===== config.mk =====
export PLATFORM = sky130hd
export DESIGN_NAME = monitor_config_and_shunt_result
export DESIGN_NICKNAME = d
export VERILOG_FILES = /design/src/design/monitor_pkg.sv /design/src/design/monitor_config_and_shunt_result.sv /design/src/design/shunt_formatter.sv
export VERILOG_INCLUDE_DIRS = /design/src /design/src/design
export SDC_FILE = /design/constraint.sdc
export NUM_CORES = 1
export LEC_CHECK = 0
export BUFFER_PORTS_ARGS = -buffer_cell sky130_fd_sc_hd__buf_2
export CAP_MARGIN = 20
export CORE_MARGIN = 4
export CORE_UTILIZATION = 55
export CTS_CLUSTER_SIZE = 30
export DETAILED_ROUTE_END_ITERATION = 16
export GPL_ROUTABILITY_DRIVEN = 0
export PLACE_DENSITY = 0.78
export SETUP_SLACK_MARGIN = 0.4
export SYNTH_ARGS = -nofsm -noshare
export SYNTH_HDL_FRONTEND = slang
export SYNTH_SLANG_ARGS = --single-unit

===== constraint.sdc =====
create_clock -name SYS_CLK_I -period 3.6 [get_ports SYS_CLK_I]
set_input_delay 0.36 -clock SYS_CLK_I [delete_from_list [all_inputs] [get_ports SYS_CLK_I]]
set_output_delay 0.36 -clock SYS_CLK_I [all_outputs]
set_load 0.005 [all_outputs]

===== src/design/monitor_consts.svh =====
// named constants for the monitor configuration and shunt result logic
`ifndef MONITOR_CONSTS_SVH
`define MONITOR_CONSTS_SVH

// register pointer addresses
`define CFG_ADDR 8'h00
`define SHUNT_ADDR 8'h01
// configuration reset value
`define CFG_RESET 16'h399F
// configuration field positions
`define CFG_SOFT_RESET_BIT 15
`define CFG_MODE_CONT_BIT 2
`define CFG_MODE_BUS_BIT 1
`define CFG_MODE_SHUNT_BIT 0
// converter setting fields
`define SET_AVG_BIT 3
`define SET_AVG_CODE_W 3
`define SET_RES_CODE_W 2
`define SET_AVG_BASE 4'h4
// clock period and conversion times in ns
`define CLK_PERIOD_NS 20
`define T_9BIT_NS 84000
`define T_10BIT_NS 148000
`define T_11BIT_NS 276000
`define T_12BIT_NS 532000
`define T_AVG2_NS 1060000
`define T_AVG4_NS 2130000
`define T_AVG8_NS 4260000
`define T_AVG16_NS 8510000
`define T_AVG32_NS 17020000
`define T_AVG64_NS 34050000
`define T_AVG128_NS 68100000
`define CONV_TIME_COUNT 12
// shunt full scale in 10 uV counts, gain codes 00..11
`define FS_GAIN1 16'h0FA0
`define FS_GAIN2 16'h1F40
`define FS_GAIN4 16'h3E80
`define FS_GAIN8 16'h7D00

`endif


===== src/design/monitor_pkg.sv =====
// types shared by the monitor configuration and shunt result logic
package monitor_pkg;

   // configuration word layout, bit 15 down to bit 0
   typedef struct packed {
      logic soft_reset;
      logic spare;
      logic bus_range_select;
      logic [1:0] shunt_gain_select;
      logic [3:0] bus_conversion_setting;
      logic [3:0] shunt_conversion_setting;
      logic [2:0] mode;
   } measurement_configuration_s;

   // byte-level requests from the serial protocol engine
   typedef struct packed {
      logic frame_start;
      logic pointer_write;
      logic data_write;
      logic read_byte;
      logic [7:0] data;
   } host_request_s;

   // converter sequencing states
   typedef enum logic [1:0] {
      CONV_IDLE,
      CONV_SHUNT,
      CONV_BUS
   } conv_state_e;

endpackage


===== src/design/monitor_config_and_shunt_result.sv =====
// configuration register, conversion sequencer and shunt result of the monitor
//
// Behaviour
// - bit 15 write acts as power-on reset
// - bit 13 picks 16 V or 32 V
// - bits 12:11 pick the shunt gain range
// - bits 10:7 hold bus converter setting
// - bits 6:3 hold shunt converter setting
// - top bit zero: 9 to 12 bits
// - top bit one: 12 bits or averaging
// - bits 2:0 select the operating mode
// - reset mode is continuous shunt and bus
// - configuration at 00h, resets to 399Fh
// - shunt reading read-only at 01h
// - negative readings in two's complement
// - all sign bits carry one value
// - 10 uV step, gain-dependent full scale
// - one to four sign bits per gain
// - registers move as two bytes, MSB first
`timescale 1ns/1ps
`include "monitor_consts.svh"

module monitor_config_and_shunt_result
   import monitor_pkg::*;
#(
   // conversion lengths in clock cycles, one per time code
   parameter int unsigned CONV_CYCLES [`CONV_TIME_COUNT] = '{
      `T_9BIT_NS / `CLK_PERIOD_NS, `T_10BIT_NS / `CLK_PERIOD_NS,
      `T_11BIT_NS / `CLK_PERIOD_NS, `T_12BIT_NS / `CLK_PERIOD_NS,
      `T_12BIT_NS / `CLK_PERIOD_NS, `T_AVG2_NS / `CLK_PERIOD_NS,
      `T_AVG4_NS / `CLK_PERIOD_NS, `T_AVG8_NS / `CLK_PERIOD_NS,
      `T_AVG16_NS / `CLK_PERIOD_NS, `T_AVG32_NS / `CLK_PERIOD_NS,
      `T_AVG64_NS / `CLK_PERIOD_NS, `T_AVG128_NS / `CLK_PERIOD_NS},
   parameter int unsigned COUNT_W = 23
) (
   input wire logic SYS_CLK_I,
   input wire logic RST_I,
   input wire logic CE_I,
   input wire host_request_s HOST_REQ_I,
   input wire logic signed [15:0] SHUNT_SAMPLE_I,
   output logic [7:0] RD_BYTE_O,
   output logic RD_VALID_O,
   output logic SHUNT_CONV_O,
   output logic BUS_CONV_O,
   output logic BUS_RANGE_O,
   output logic [3:0] BUS_SETTING_O,
   output logic CONV_DONE_O,
   output logic [15:0] SHUNT_RESULT_O
);

   ////////////////////////////////////////////////////////////////////////////
   // declarations

   measurement_configuration_s cfg; // configuration register
   measurement_configuration_s next_cfg;
   logic [7:0] pointer; // register pointer
   logic [7:0] next_pointer;
   logic msb_phase; // 1 while next data byte is the high byte
   logic next_msb_phase;
   logic [7:0] held_msb; // high byte of a write in flight
   logic [7:0] next_held_msb;
   logic [7:0] rd_byte;
   logic [7:0] next_rd_byte;
   logic rd_valid;
   logic next_rd_valid;
   logic cfg_write; // full word written to the configuration
   logic soft_reset; // software asked for a power-on reset
   logic [15:0] write_word; // assembled write word
   logic [15:0] read_word; // word selected by the pointer
   conv_state_e state; // converter sequencer state
   conv_state_e next_state;
   logic [COUNT_W-1:0] count; // cycles left in this conversion
   logic [COUNT_W-1:0] next_count;
   logic trig_pending; // triggered conversion requested
   logic next_trig_pending;
   logic [2:0] run_mode; // mode latched at sequence start
   logic [2:0] next_run_mode;
   logic [1:0] run_gain; // gain latched at conversion start
   logic [1:0] next_run_gain;
   logic run_range; // bus range latched at conversion start
   logic next_run_range;
   logic [3:0] run_bus_set; // bus setting latched at conversion start
   logic [3:0] next_run_bus_set;
   logic [15:0] shunt_result; // formatted shunt reading
   logic [15:0] next_shunt_result;
   logic done; // one-cycle pulse at sequence end
   logic next_done;
   logic [15:0] formatted; // clamped sample for the latched gain
   logic conv_end; // current conversion finishes this cycle

   // length of a conversion for a four-bit converter setting
   function automatic logic [COUNT_W-1:0] conv_len(input logic [3:0] setting);
      logic [3:0] idx;
      idx = 4'h0;
      if (setting[`SET_AVG_BIT]) begin
         idx = `SET_AVG_BASE + {1'b0, setting[`SET_AVG_CODE_W-1:0]};
      end else begin
         idx = {2'b00, setting[`SET_RES_CODE_W-1:0]};
      end
      conv_len = COUNT_W'(CONV_CYCLES[idx] - 1);
   endfunction

   ////////////////////////////////////////////////////////////////////////////
   // host byte interface

   assign write_word = {held_msb, HOST_REQ_I.data};
   assign cfg_write = HOST_REQ_I.data_write && !HOST_REQ_I.frame_start && !HOST_REQ_I.pointer_write
      && !msb_phase && (pointer == `CFG_ADDR);
   assign soft_reset = cfg_write && write_word[`CFG_SOFT_RESET_BIT];

   // select the word that the pointer names; others read as zero
   always_comb begin
      case (pointer)
         `CFG_ADDR: read_word = cfg;
         `SHUNT_ADDR: read_word = shunt_result;
         default: read_word = 16'h0000;
      endcase
   end

   // pointer, byte phase and read byte
   always_comb begin
      next_pointer = pointer;
      next_msb_phase = msb_phase;
      next_held_msb = held_msb;
      next_rd_byte = rd_byte;
      next_rd_valid = 1'b0;
      if (HOST_REQ_I.frame_start) begin
         // every frame starts on the high byte
         next_msb_phase = 1'b1;
      end else if (HOST_REQ_I.pointer_write) begin
         next_pointer = HOST_REQ_I.data;
         next_msb_phase = 1'b1;
      end else if (HOST_REQ_I.data_write) begin
         // high byte is held, low byte commits the word
         if (msb_phase) begin
            next_held_msb = HOST_REQ_I.data;
         end
         next_msb_phase = !msb_phase;
      end else if (HOST_REQ_I.read_byte) begin
         // high byte first, then low byte
         next_rd_byte = msb_phase ? read_word[15:8] : read_word[7:0];
         next_rd_valid = 1'b1;
         next_msb_phase = !msb_phase;
      end
   end

   // register the host interface state
   always_ff @(posedge SYS_CLK_I or posedge RST_I) begin
      if (RST_I) begin
         pointer <= `CFG_ADDR;
         msb_phase <= 1'b1;
         held_msb <= 8'h00;
         rd_byte <= 8'h00;
         rd_valid <= 1'b0;
      end else if (CE_I) begin
         pointer <= next_pointer;
         msb_phase <= next_msb_phase;
         held_msb <= next_held_msb;
         rd_byte <= next_rd_byte;
         rd_valid <= next_rd_valid;
      end
   end

   ////////////////////////////////////////////////////////////////////////////
   // configuration register

   // soft reset restores defaults; the reset bit itself never sticks
   always_comb begin
      next_cfg = cfg;
      if (soft_reset) begin
         next_cfg = `CFG_RESET;
      end else if (cfg_write) begin
         // bit 14 is stored as written, bit 15 self-clears
         next_cfg = write_word;
         next_cfg.soft_reset = 1'b0;
      end
   end

   // register the configuration
   always_ff @(posedge SYS_CLK_I or posedge RST_I) begin
      if (RST_I) begin
         cfg <= `CFG_RESET;
      end else if (CE_I) begin
         cfg <= next_cfg;
      end
   end

   ////////////////////////////////////////////////////////////////////////////
   // conversion sequencer

   assign conv_end = (state != CONV_IDLE) && (count == '0);

   // clamp the sample to the full scale of the latched gain
   shunt_formatter #(
      .WIDTH(16)
   ) u_shunt_formatter (
      .shunt_gain_select_i(run_gain),
      .raw_sample_i(SHUNT_SAMPLE_I),
      .result_o(formatted)
   );

   // start, step and end conversions; settings latch only at a start
   always_comb begin
      next_state = state;
      next_count = count;
      next_trig_pending = trig_pending;
      next_run_mode = run_mode;
      next_run_gain = run_gain;
      next_run_range = run_range;
      next_run_bus_set = run_bus_set;
      next_shunt_result = shunt_result;
      next_done = 1'b0;
      case (state)
         CONV_IDLE: begin
            if (trig_pending || (cfg.mode[`CFG_MODE_CONT_BIT] && cfg.mode[1:0] != 2'h0)) begin
               next_run_mode = cfg.mode;
               next_run_gain = cfg.shunt_gain_select;
               next_run_range = cfg.bus_range_select;
               next_run_bus_set = cfg.bus_conversion_setting;
               next_trig_pending = 1'b0;
               if (cfg.mode[`CFG_MODE_SHUNT_BIT]) begin
                  next_state = CONV_SHUNT;
                  next_count = conv_len(cfg.shunt_conversion_setting);
               end else begin
                  next_state = CONV_BUS;
                  next_count = conv_len(cfg.bus_conversion_setting);
               end
            end
         end
         CONV_SHUNT: begin
            if (conv_end) begin
               next_shunt_result = formatted;
               if (run_mode[`CFG_MODE_BUS_BIT]) begin
                  // bus follows the shunt, on fresh bus settings
                  next_state = CONV_BUS;
                  next_count = conv_len(cfg.bus_conversion_setting);
                  next_run_range = cfg.bus_range_select;
                  next_run_bus_set = cfg.bus_conversion_setting;
               end else begin
                  next_state = CONV_IDLE;
                  next_done = 1'b1;
               end
            end else begin
               next_count = count - 1'b1;
            end
         end
         CONV_BUS: begin
            if (conv_end) begin
               next_state = CONV_IDLE;
               next_done = 1'b1;
            end else begin
               next_count = count - 1'b1;
            end
         end
         default: begin
            next_state = CONV_IDLE;
         end
      endcase
      if (cfg_write && !soft_reset) begin
         // a write of a triggered mode arms one sequence; after the start so it is never lost
         next_trig_pending = !next_cfg.mode[`CFG_MODE_CONT_BIT] && (next_cfg.mode != 3'h0);
      end
      if (soft_reset) begin
         // power-on state again; a conversion in flight is dropped
         next_state = CONV_IDLE;
         next_count = '0;
         next_trig_pending = 1'b0;
         next_shunt_result = 16'h0000;
         next_done = 1'b0;
      end
   end

   // register the sequencer
   always_ff @(posedge SYS_CLK_I or posedge RST_I) begin
      if (RST_I) begin
         state <= CONV_IDLE;
         count <= '0;
         trig_pending <= 1'b0;
         run_mode <= 3'h0;
         run_gain <= 2'h0;
         run_range <= 1'b0;
         run_bus_set <= 4'h0;
         shunt_result <= 16'h0000;
         done <= 1'b0;
      end else if (CE_I) begin
         state <= next_state;
         count <= next_count;
         trig_pending <= next_trig_pending;
         run_mode <= next_run_mode;
         run_gain <= next_run_gain;
         run_range <= next_run_range;
         run_bus_set <= next_run_bus_set;
         shunt_result <= next_shunt_result;
         done <= next_done;
      end
   end

   ////////////////////////////////////////////////////////////////////////////
   // outputs

   assign RD_BYTE_O = rd_byte;
   assign RD_VALID_O = rd_valid;
   assign SHUNT_CONV_O = (state == CONV_SHUNT);
   assign BUS_CONV_O = (state == CONV_BUS);
   assign BUS_RANGE_O = run_range;
   assign BUS_SETTING_O = run_bus_set;
   assign CONV_DONE_O = done;
   assign SHUNT_RESULT_O = shunt_result;

   ////////////////////////////////////////////////////////////////////////////
   // assertions

   a_soft_reset_defaults: assert property (@(posedge SYS_CLK_I) disable iff (RST_I)
      (CE_I && soft_reset) |=> (cfg == `CFG_RESET) && (state == CONV_IDLE))
      else $error("soft reset did not restore defaults");

   a_reset_bit_clear: assert property (@(posedge SYS_CLK_I) disable iff (RST_I)
      (CE_I && cfg_write && !soft_reset) |=> (cfg[15] == 1'b0) && (cfg[14:0] == $past(write_word[14:0])))
      else $error("configuration write stored wrongly");

   a_read_msb_first: assert property (@(posedge SYS_CLK_I) disable iff (RST_I)
      (CE_I && HOST_REQ_I.read_byte && !HOST_REQ_I.frame_start && !HOST_REQ_I.pointer_write
         && !HOST_REQ_I.data_write && msb_phase)
      |=> RD_VALID_O && (RD_BYTE_O == $past(read_word[15:8])) && !msb_phase)
      else $error("read did not return the high byte first");

   a_count_descends: assert property (@(posedge SYS_CLK_I) disable iff (RST_I)
      (CE_I && state != CONV_IDLE && count != '0 && !soft_reset) |=> (count == $past(count) - 1'b1))
      else $error("conversion counter did not step down");

   a_gain_held: assert property (@(posedge SYS_CLK_I) disable iff (RST_I)
      (state == CONV_SHUNT && !conv_end && !soft_reset) |=> (run_gain == $past(run_gain)))
      else $error("gain changed during a shunt conversion");

   a_sign_bits_gain1: assert property (@(posedge SYS_CLK_I) disable iff (RST_I)
      (CE_I && state == CONV_SHUNT && conv_end && run_gain == 2'h0 && !soft_reset)
      |=> (shunt_result[15:12] == {4{shunt_result[15]}}))
      else $error("shunt result sign bits differ at gain one");

   a_full_scale: assert property (@(posedge SYS_CLK_I) disable iff (RST_I)
      (CE_I && state == CONV_SHUNT && conv_end && run_gain == 2'h3 && !soft_reset)
      |=> ($signed(shunt_result) <= $signed(`FS_GAIN8)) && ($signed(shunt_result) >= -$signed(`FS_GAIN8)))
      else $error("shunt result beyond full scale");

   a_trigger_once: assert property (@(posedge SYS_CLK_I) disable iff (RST_I)
      (CE_I && done && !trig_pending && !cfg.mode[`CFG_MODE_CONT_BIT] && !cfg_write)
      |=> (state == CONV_IDLE) && !trig_pending)
      else $error("triggered mode converted again without a write");

endmodule


===== src/design/shunt_formatter.sv =====
// clamps a raw shunt sample to the gain's full scale and forms the result word
`timescale 1ns/1ps
`include "monitor_consts.svh"

module shunt_formatter #(
   parameter int unsigned WIDTH = 16
) (
   input wire logic [1:0] shunt_gain_select_i,
   input wire logic signed [WIDTH-1:0] raw_sample_i,
   output logic [WIDTH-1:0] result_o
);

   logic signed [WIDTH-1:0] limit; // positive full scale for the gain

   // pick the full scale, then clamp; clamping keeps every sign bit equal
   always_comb begin
      case (shunt_gain_select_i)
         2'h0: limit = `FS_GAIN1;
         2'h1: limit = `FS_GAIN2;
         2'h2: limit = `FS_GAIN4;
         default: limit = `FS_GAIN8;
      endcase
      if (raw_sample_i > limit) begin
         result_o = limit;
      end else if (raw_sample_i < -limit) begin
         result_o = -limit;
      end else begin
         result_o = raw_sample_i;
      end
   end

endmodule


==> parameters.txt <==
Parameter                              Value

Outcome
  Result of the run    finished clean

Logic synthesis
  Share of synthesized registers carrying an async set or reset    1.00
  Number of enable flip-flop cells after synthesis    0
  Syn Nets    839
  Ranking of synthesized cells by instance count    nand2_1, dfrtp_1, o21ai_0
  Netlist cell types    68
  Top cells by area, synth    dfrtp_1, ha_1, nand2_1
  Post-Synthesis Cells    769
  Top flip-flop cell by instance count after synthesis    dfrtp_1
  Flip-flop and latch count after synthesis    92
  Total of warnings raised by yosys    0
  Most common cell in the netlist    nand2_1
  Sequential share of the synthesized area    0.345
  Area leader, netlist    dfrtp_1
  Average instance area after synthesis    8.72 µm²
  Netlist Area Pre-Place    around 0.0067 mm²
  Portion of synthesized cell area occupied by the leading cell type    0.302

Worst setup path
  Reg2reg start    run_gain[0]$_DFFE_PP0P_
  Worst Setup End Kind    flop
  Cells traversed along the worst timing path    inv_4, ha_4, xnor2_2, ha_1, nor2b_1, o21a_1, o21a_1, o21ai_1, nand2_1, a21oi_2, o311a_1, ha_4, mux2_2, o21ai_0, o21ai_1
  Library cell contributing the largest single delay on the critical path    dfrtp_2
  Reg2Reg Capture Point    SHUNT_RESULT_O[7]$_DFFE_PP0P_
  Crit-path max FO    7
  Max stage delay on crit path    0.44 ns
  Required time reported for the critical path endpoint    3.83 ns
  Worst Setup Path Type    flop to flop
  Endpoint arrival time on the critical path    3.39 ns
  Critical path startpoint category    flop
  Worst reg2reg path depth    15
  FF-to-FF setup slack    0.44 ns

Placed design
  Number of instances in the placed design    around 960
  Post-DP HPWL    14200 µm
  Port Buf Inserts    63

Global routing
  Gr usage total    0.279
  GRT overflow    0
  Global-route wire length before repair    31900 µm
  Pin count of the biggest net entering global routing    48
  Via count of the first global-routing pass    between 6000 and 7000
  Antenna violations before repair    0

CTS
  Source-to-sink clock delay at the later pin of the worst-skew pair    0.36 ns
  Buffer levels on the longest clock path    2
  Hold bufs inserted after CTS    0
  Clock sinks    92
  Clock tree from TritonCTS    built
  Num CTS Buffers    9
  Number of H-tree levels    3
  CTS Root Buffer Type    clkbuf_16
  Clock slew at reported path FFs    0.07 ns

Run
  Number of violations of the max-capacitance limit    0

Timing
  Highest clock rate    0.317 GHz
  Hold violation total from the final report    0
  Worst slew slack as a fraction of its limit    0.427
  Clock skew    approximately 0.012 ns
  Unrepaired setup endpoints after global routing    true
  Minimum period implied by the final worst setup slack    3.16 ns
  Total Neg Setup Slack    0 ns
  Post-route clock period utilization    0.876
  Pins Over Slew Limit    0
  Setup-violating endpoint count in the final report    0
  Slew @ Worst Pin    0.858 ns

Floorplan
  Initial core utilization    0.561
  Die width    118 µm
  CORE AREA    between 0.01 and 0.015 mm²
  Die Outline Area    between 0.01 and 0.015 mm²
  Number of cell rows    40
  Top-level I/O count    64
  Y dimension of the die    118 µm

Layout
  Layout Nets    899
  Area used by multi-input combinational logic    ~0.0042 mm²
  # diodes    0
  Layout overhead on the synthesized area    14.3%
  Sequential cell area    between 0.002 and 0.0025 mm²
  Share of post-route cells with drive strength above 1    0.223
  Number of standard cells in the final layout excluding fillers    981
  Filler cell count    between 900 and 1000

Pwr
  Areal power density over the cells    638 mW/mm²
  Standby leakage power    3.40 nW
  Worst-case vdd ir drop    422 µV

Routing
  Via density per instance    6.65
  Via count    6521
  Final wirelength    19900 µm
  Wire per inst    20.3 µm
  DRC    0
  Antenna violation net count after detailed routing    0
  Number of detailed-route iterations in the first pass    8
  Iteration-0 DRC Markers    587

Hold path
  Type of the tightest min-delay check    input port to async pin
-- worst max path at each step --
stage                       startpoint                       endpoint  slack [ns]  cells after the start
5_1_grt        run_gain[0]$_DFFE_PP0P_  SHUNT_RESULT_O[8]$_DFFE_PP0P_        0.33                     17
3_5_place_dp   run_gain[0]$_DFFE_PP0P_  SHUNT_RESULT_O[2]$_DFFE_PP0P_        0.22                     16
3_3_place_gp   run_gain[0]$_DFFE_PP0P_  SHUNT_RESULT_O[8]$_DFFE_PP0P_        0.40                     17
2_1_floorplan  run_gain[0]$_DFFE_PP0P_  SHUNT_RESULT_O[7]$_DFFE_PP0P_        0.40                     17
4_1_cts           count[0]$_DFFE_PP0P_           count[7]$_DFFE_PP0P_        0.40                      9
6_report       run_gain[0]$_DFFE_PP0P_  SHUNT_RESULT_O[7]$_DFFE_PP0P_        0.44                     15
-- final cells by class --
class                           count  share of cell area
Clock buffer                       10              0.0312
Clock inverter                      6             0.00832
Sequential cell                    92               0.302
Timing Repair Buffer               93              0.0718
Inverter                           34              0.0171
Multi-Input combinational cell    599               0.545
Tap cell                          147              0.0240
-- critical path: cells and delay by family, from the launching register on --
kind | cells | cell delay, ns
AOI/OAI and AO/OA | 7 | 1.08
xor gates and xnor gates | 1 | 0.13
adders and majority gates | 3 | 0.77
buffers and inverters | 1 | 0.07
DFF | 1 | 0.44
muxes | 1 | 0.34
and+or+nand+nor | 2 | 0.21
-- what timing repair did --
action	CTS	global route
endpoints found under the setup margin	14	38
buffers inserted	3	6
pin swaps	2	8
gates resized for setup	5	17
-- cells by family (layout without fill, tap and decap cells) --
logic type | Yosys count | count (layout) | share of synthesized area
xor+xnor | 29 | 29 | 0.0379
buf+inv | 78 | 143 | 0.0470
flops | 92 | 92 | 0.345
simple gates | 286 | 286 | 0.219
compound gates | 205 | 205 | 0.198
mux | 40 | 40 | 0.0804
fa+ha+maj | 39 | 39 | 0.0727
-- metal layers --
metal	wire length (µm)	vias to the layer above	track usage
met5	0	-	0
li1	-	2927	-
met1	7790	3168	0.359
met2	9690	360	0.458
met3	1660	66	0.0488
met4	811	0	0.134
-- flip-flops by register name, summed over array words and instances, names as in the netlist, 4 cells and up --
name,cells
RD_BYTE_O,8
SHUNT_RESULT_O,16
BUS_SETTING_O,4
pointer,8
count,23
held_msb,8
cfg,15
-- where the power goes --
group          total (mW)  leakage [nW]  internal (mW)  switching, mW
Sequential           1.52          1.15           1.25          0.268
Clock               0.959         0.146          0.507          0.452
Combinational        2.41          2.10           1.03           1.38
Total                4.89          3.40           2.79           2.10
-- stage by stage --
step / hold slack (ns) / worst slack, ns / utilization / area (µm²) / total power, mW
finish: 0.149 / 0.445 / 0.641 / 7670 / 4.89
global route: 0.201 / 0.332 / 0.641 / 7670 / 5.18
CTS: 0.167 / 0.401 / 0.632 / 7560 / 4.69
detailed placement: 0.469 / 0.218 / 0.603 / 7210 / 3.68
global placement: 0.463 / 0.397 / 0.603 / 7210 / 3.60
floorplan: 0.434 / 0.402 / - / 6710 / 3.08
-- layout by cell type (no fill, tap or decap), types with 8 or more instances in the layout --
cell       instances
xor2_1            10
a31oi_1           11
nor2b_1           11
a22o_1             8
or3_1              8
xnor2_1           18
clkbuf_16          9
mux2_2            21
nand3_1           21
dfstp_2           11
nor2_1            52
o22ai_1           10
a21oi_1           35
nor3_1            20
nand2_1          100
nand2b_1          11
inv_1             29
ha_1              35
o21ai_0           59
dfrtp_1           80
buf_4             28
nand4_1           12
buf_2             64
nor4_1            10
(Power assumes the default switching activity.)
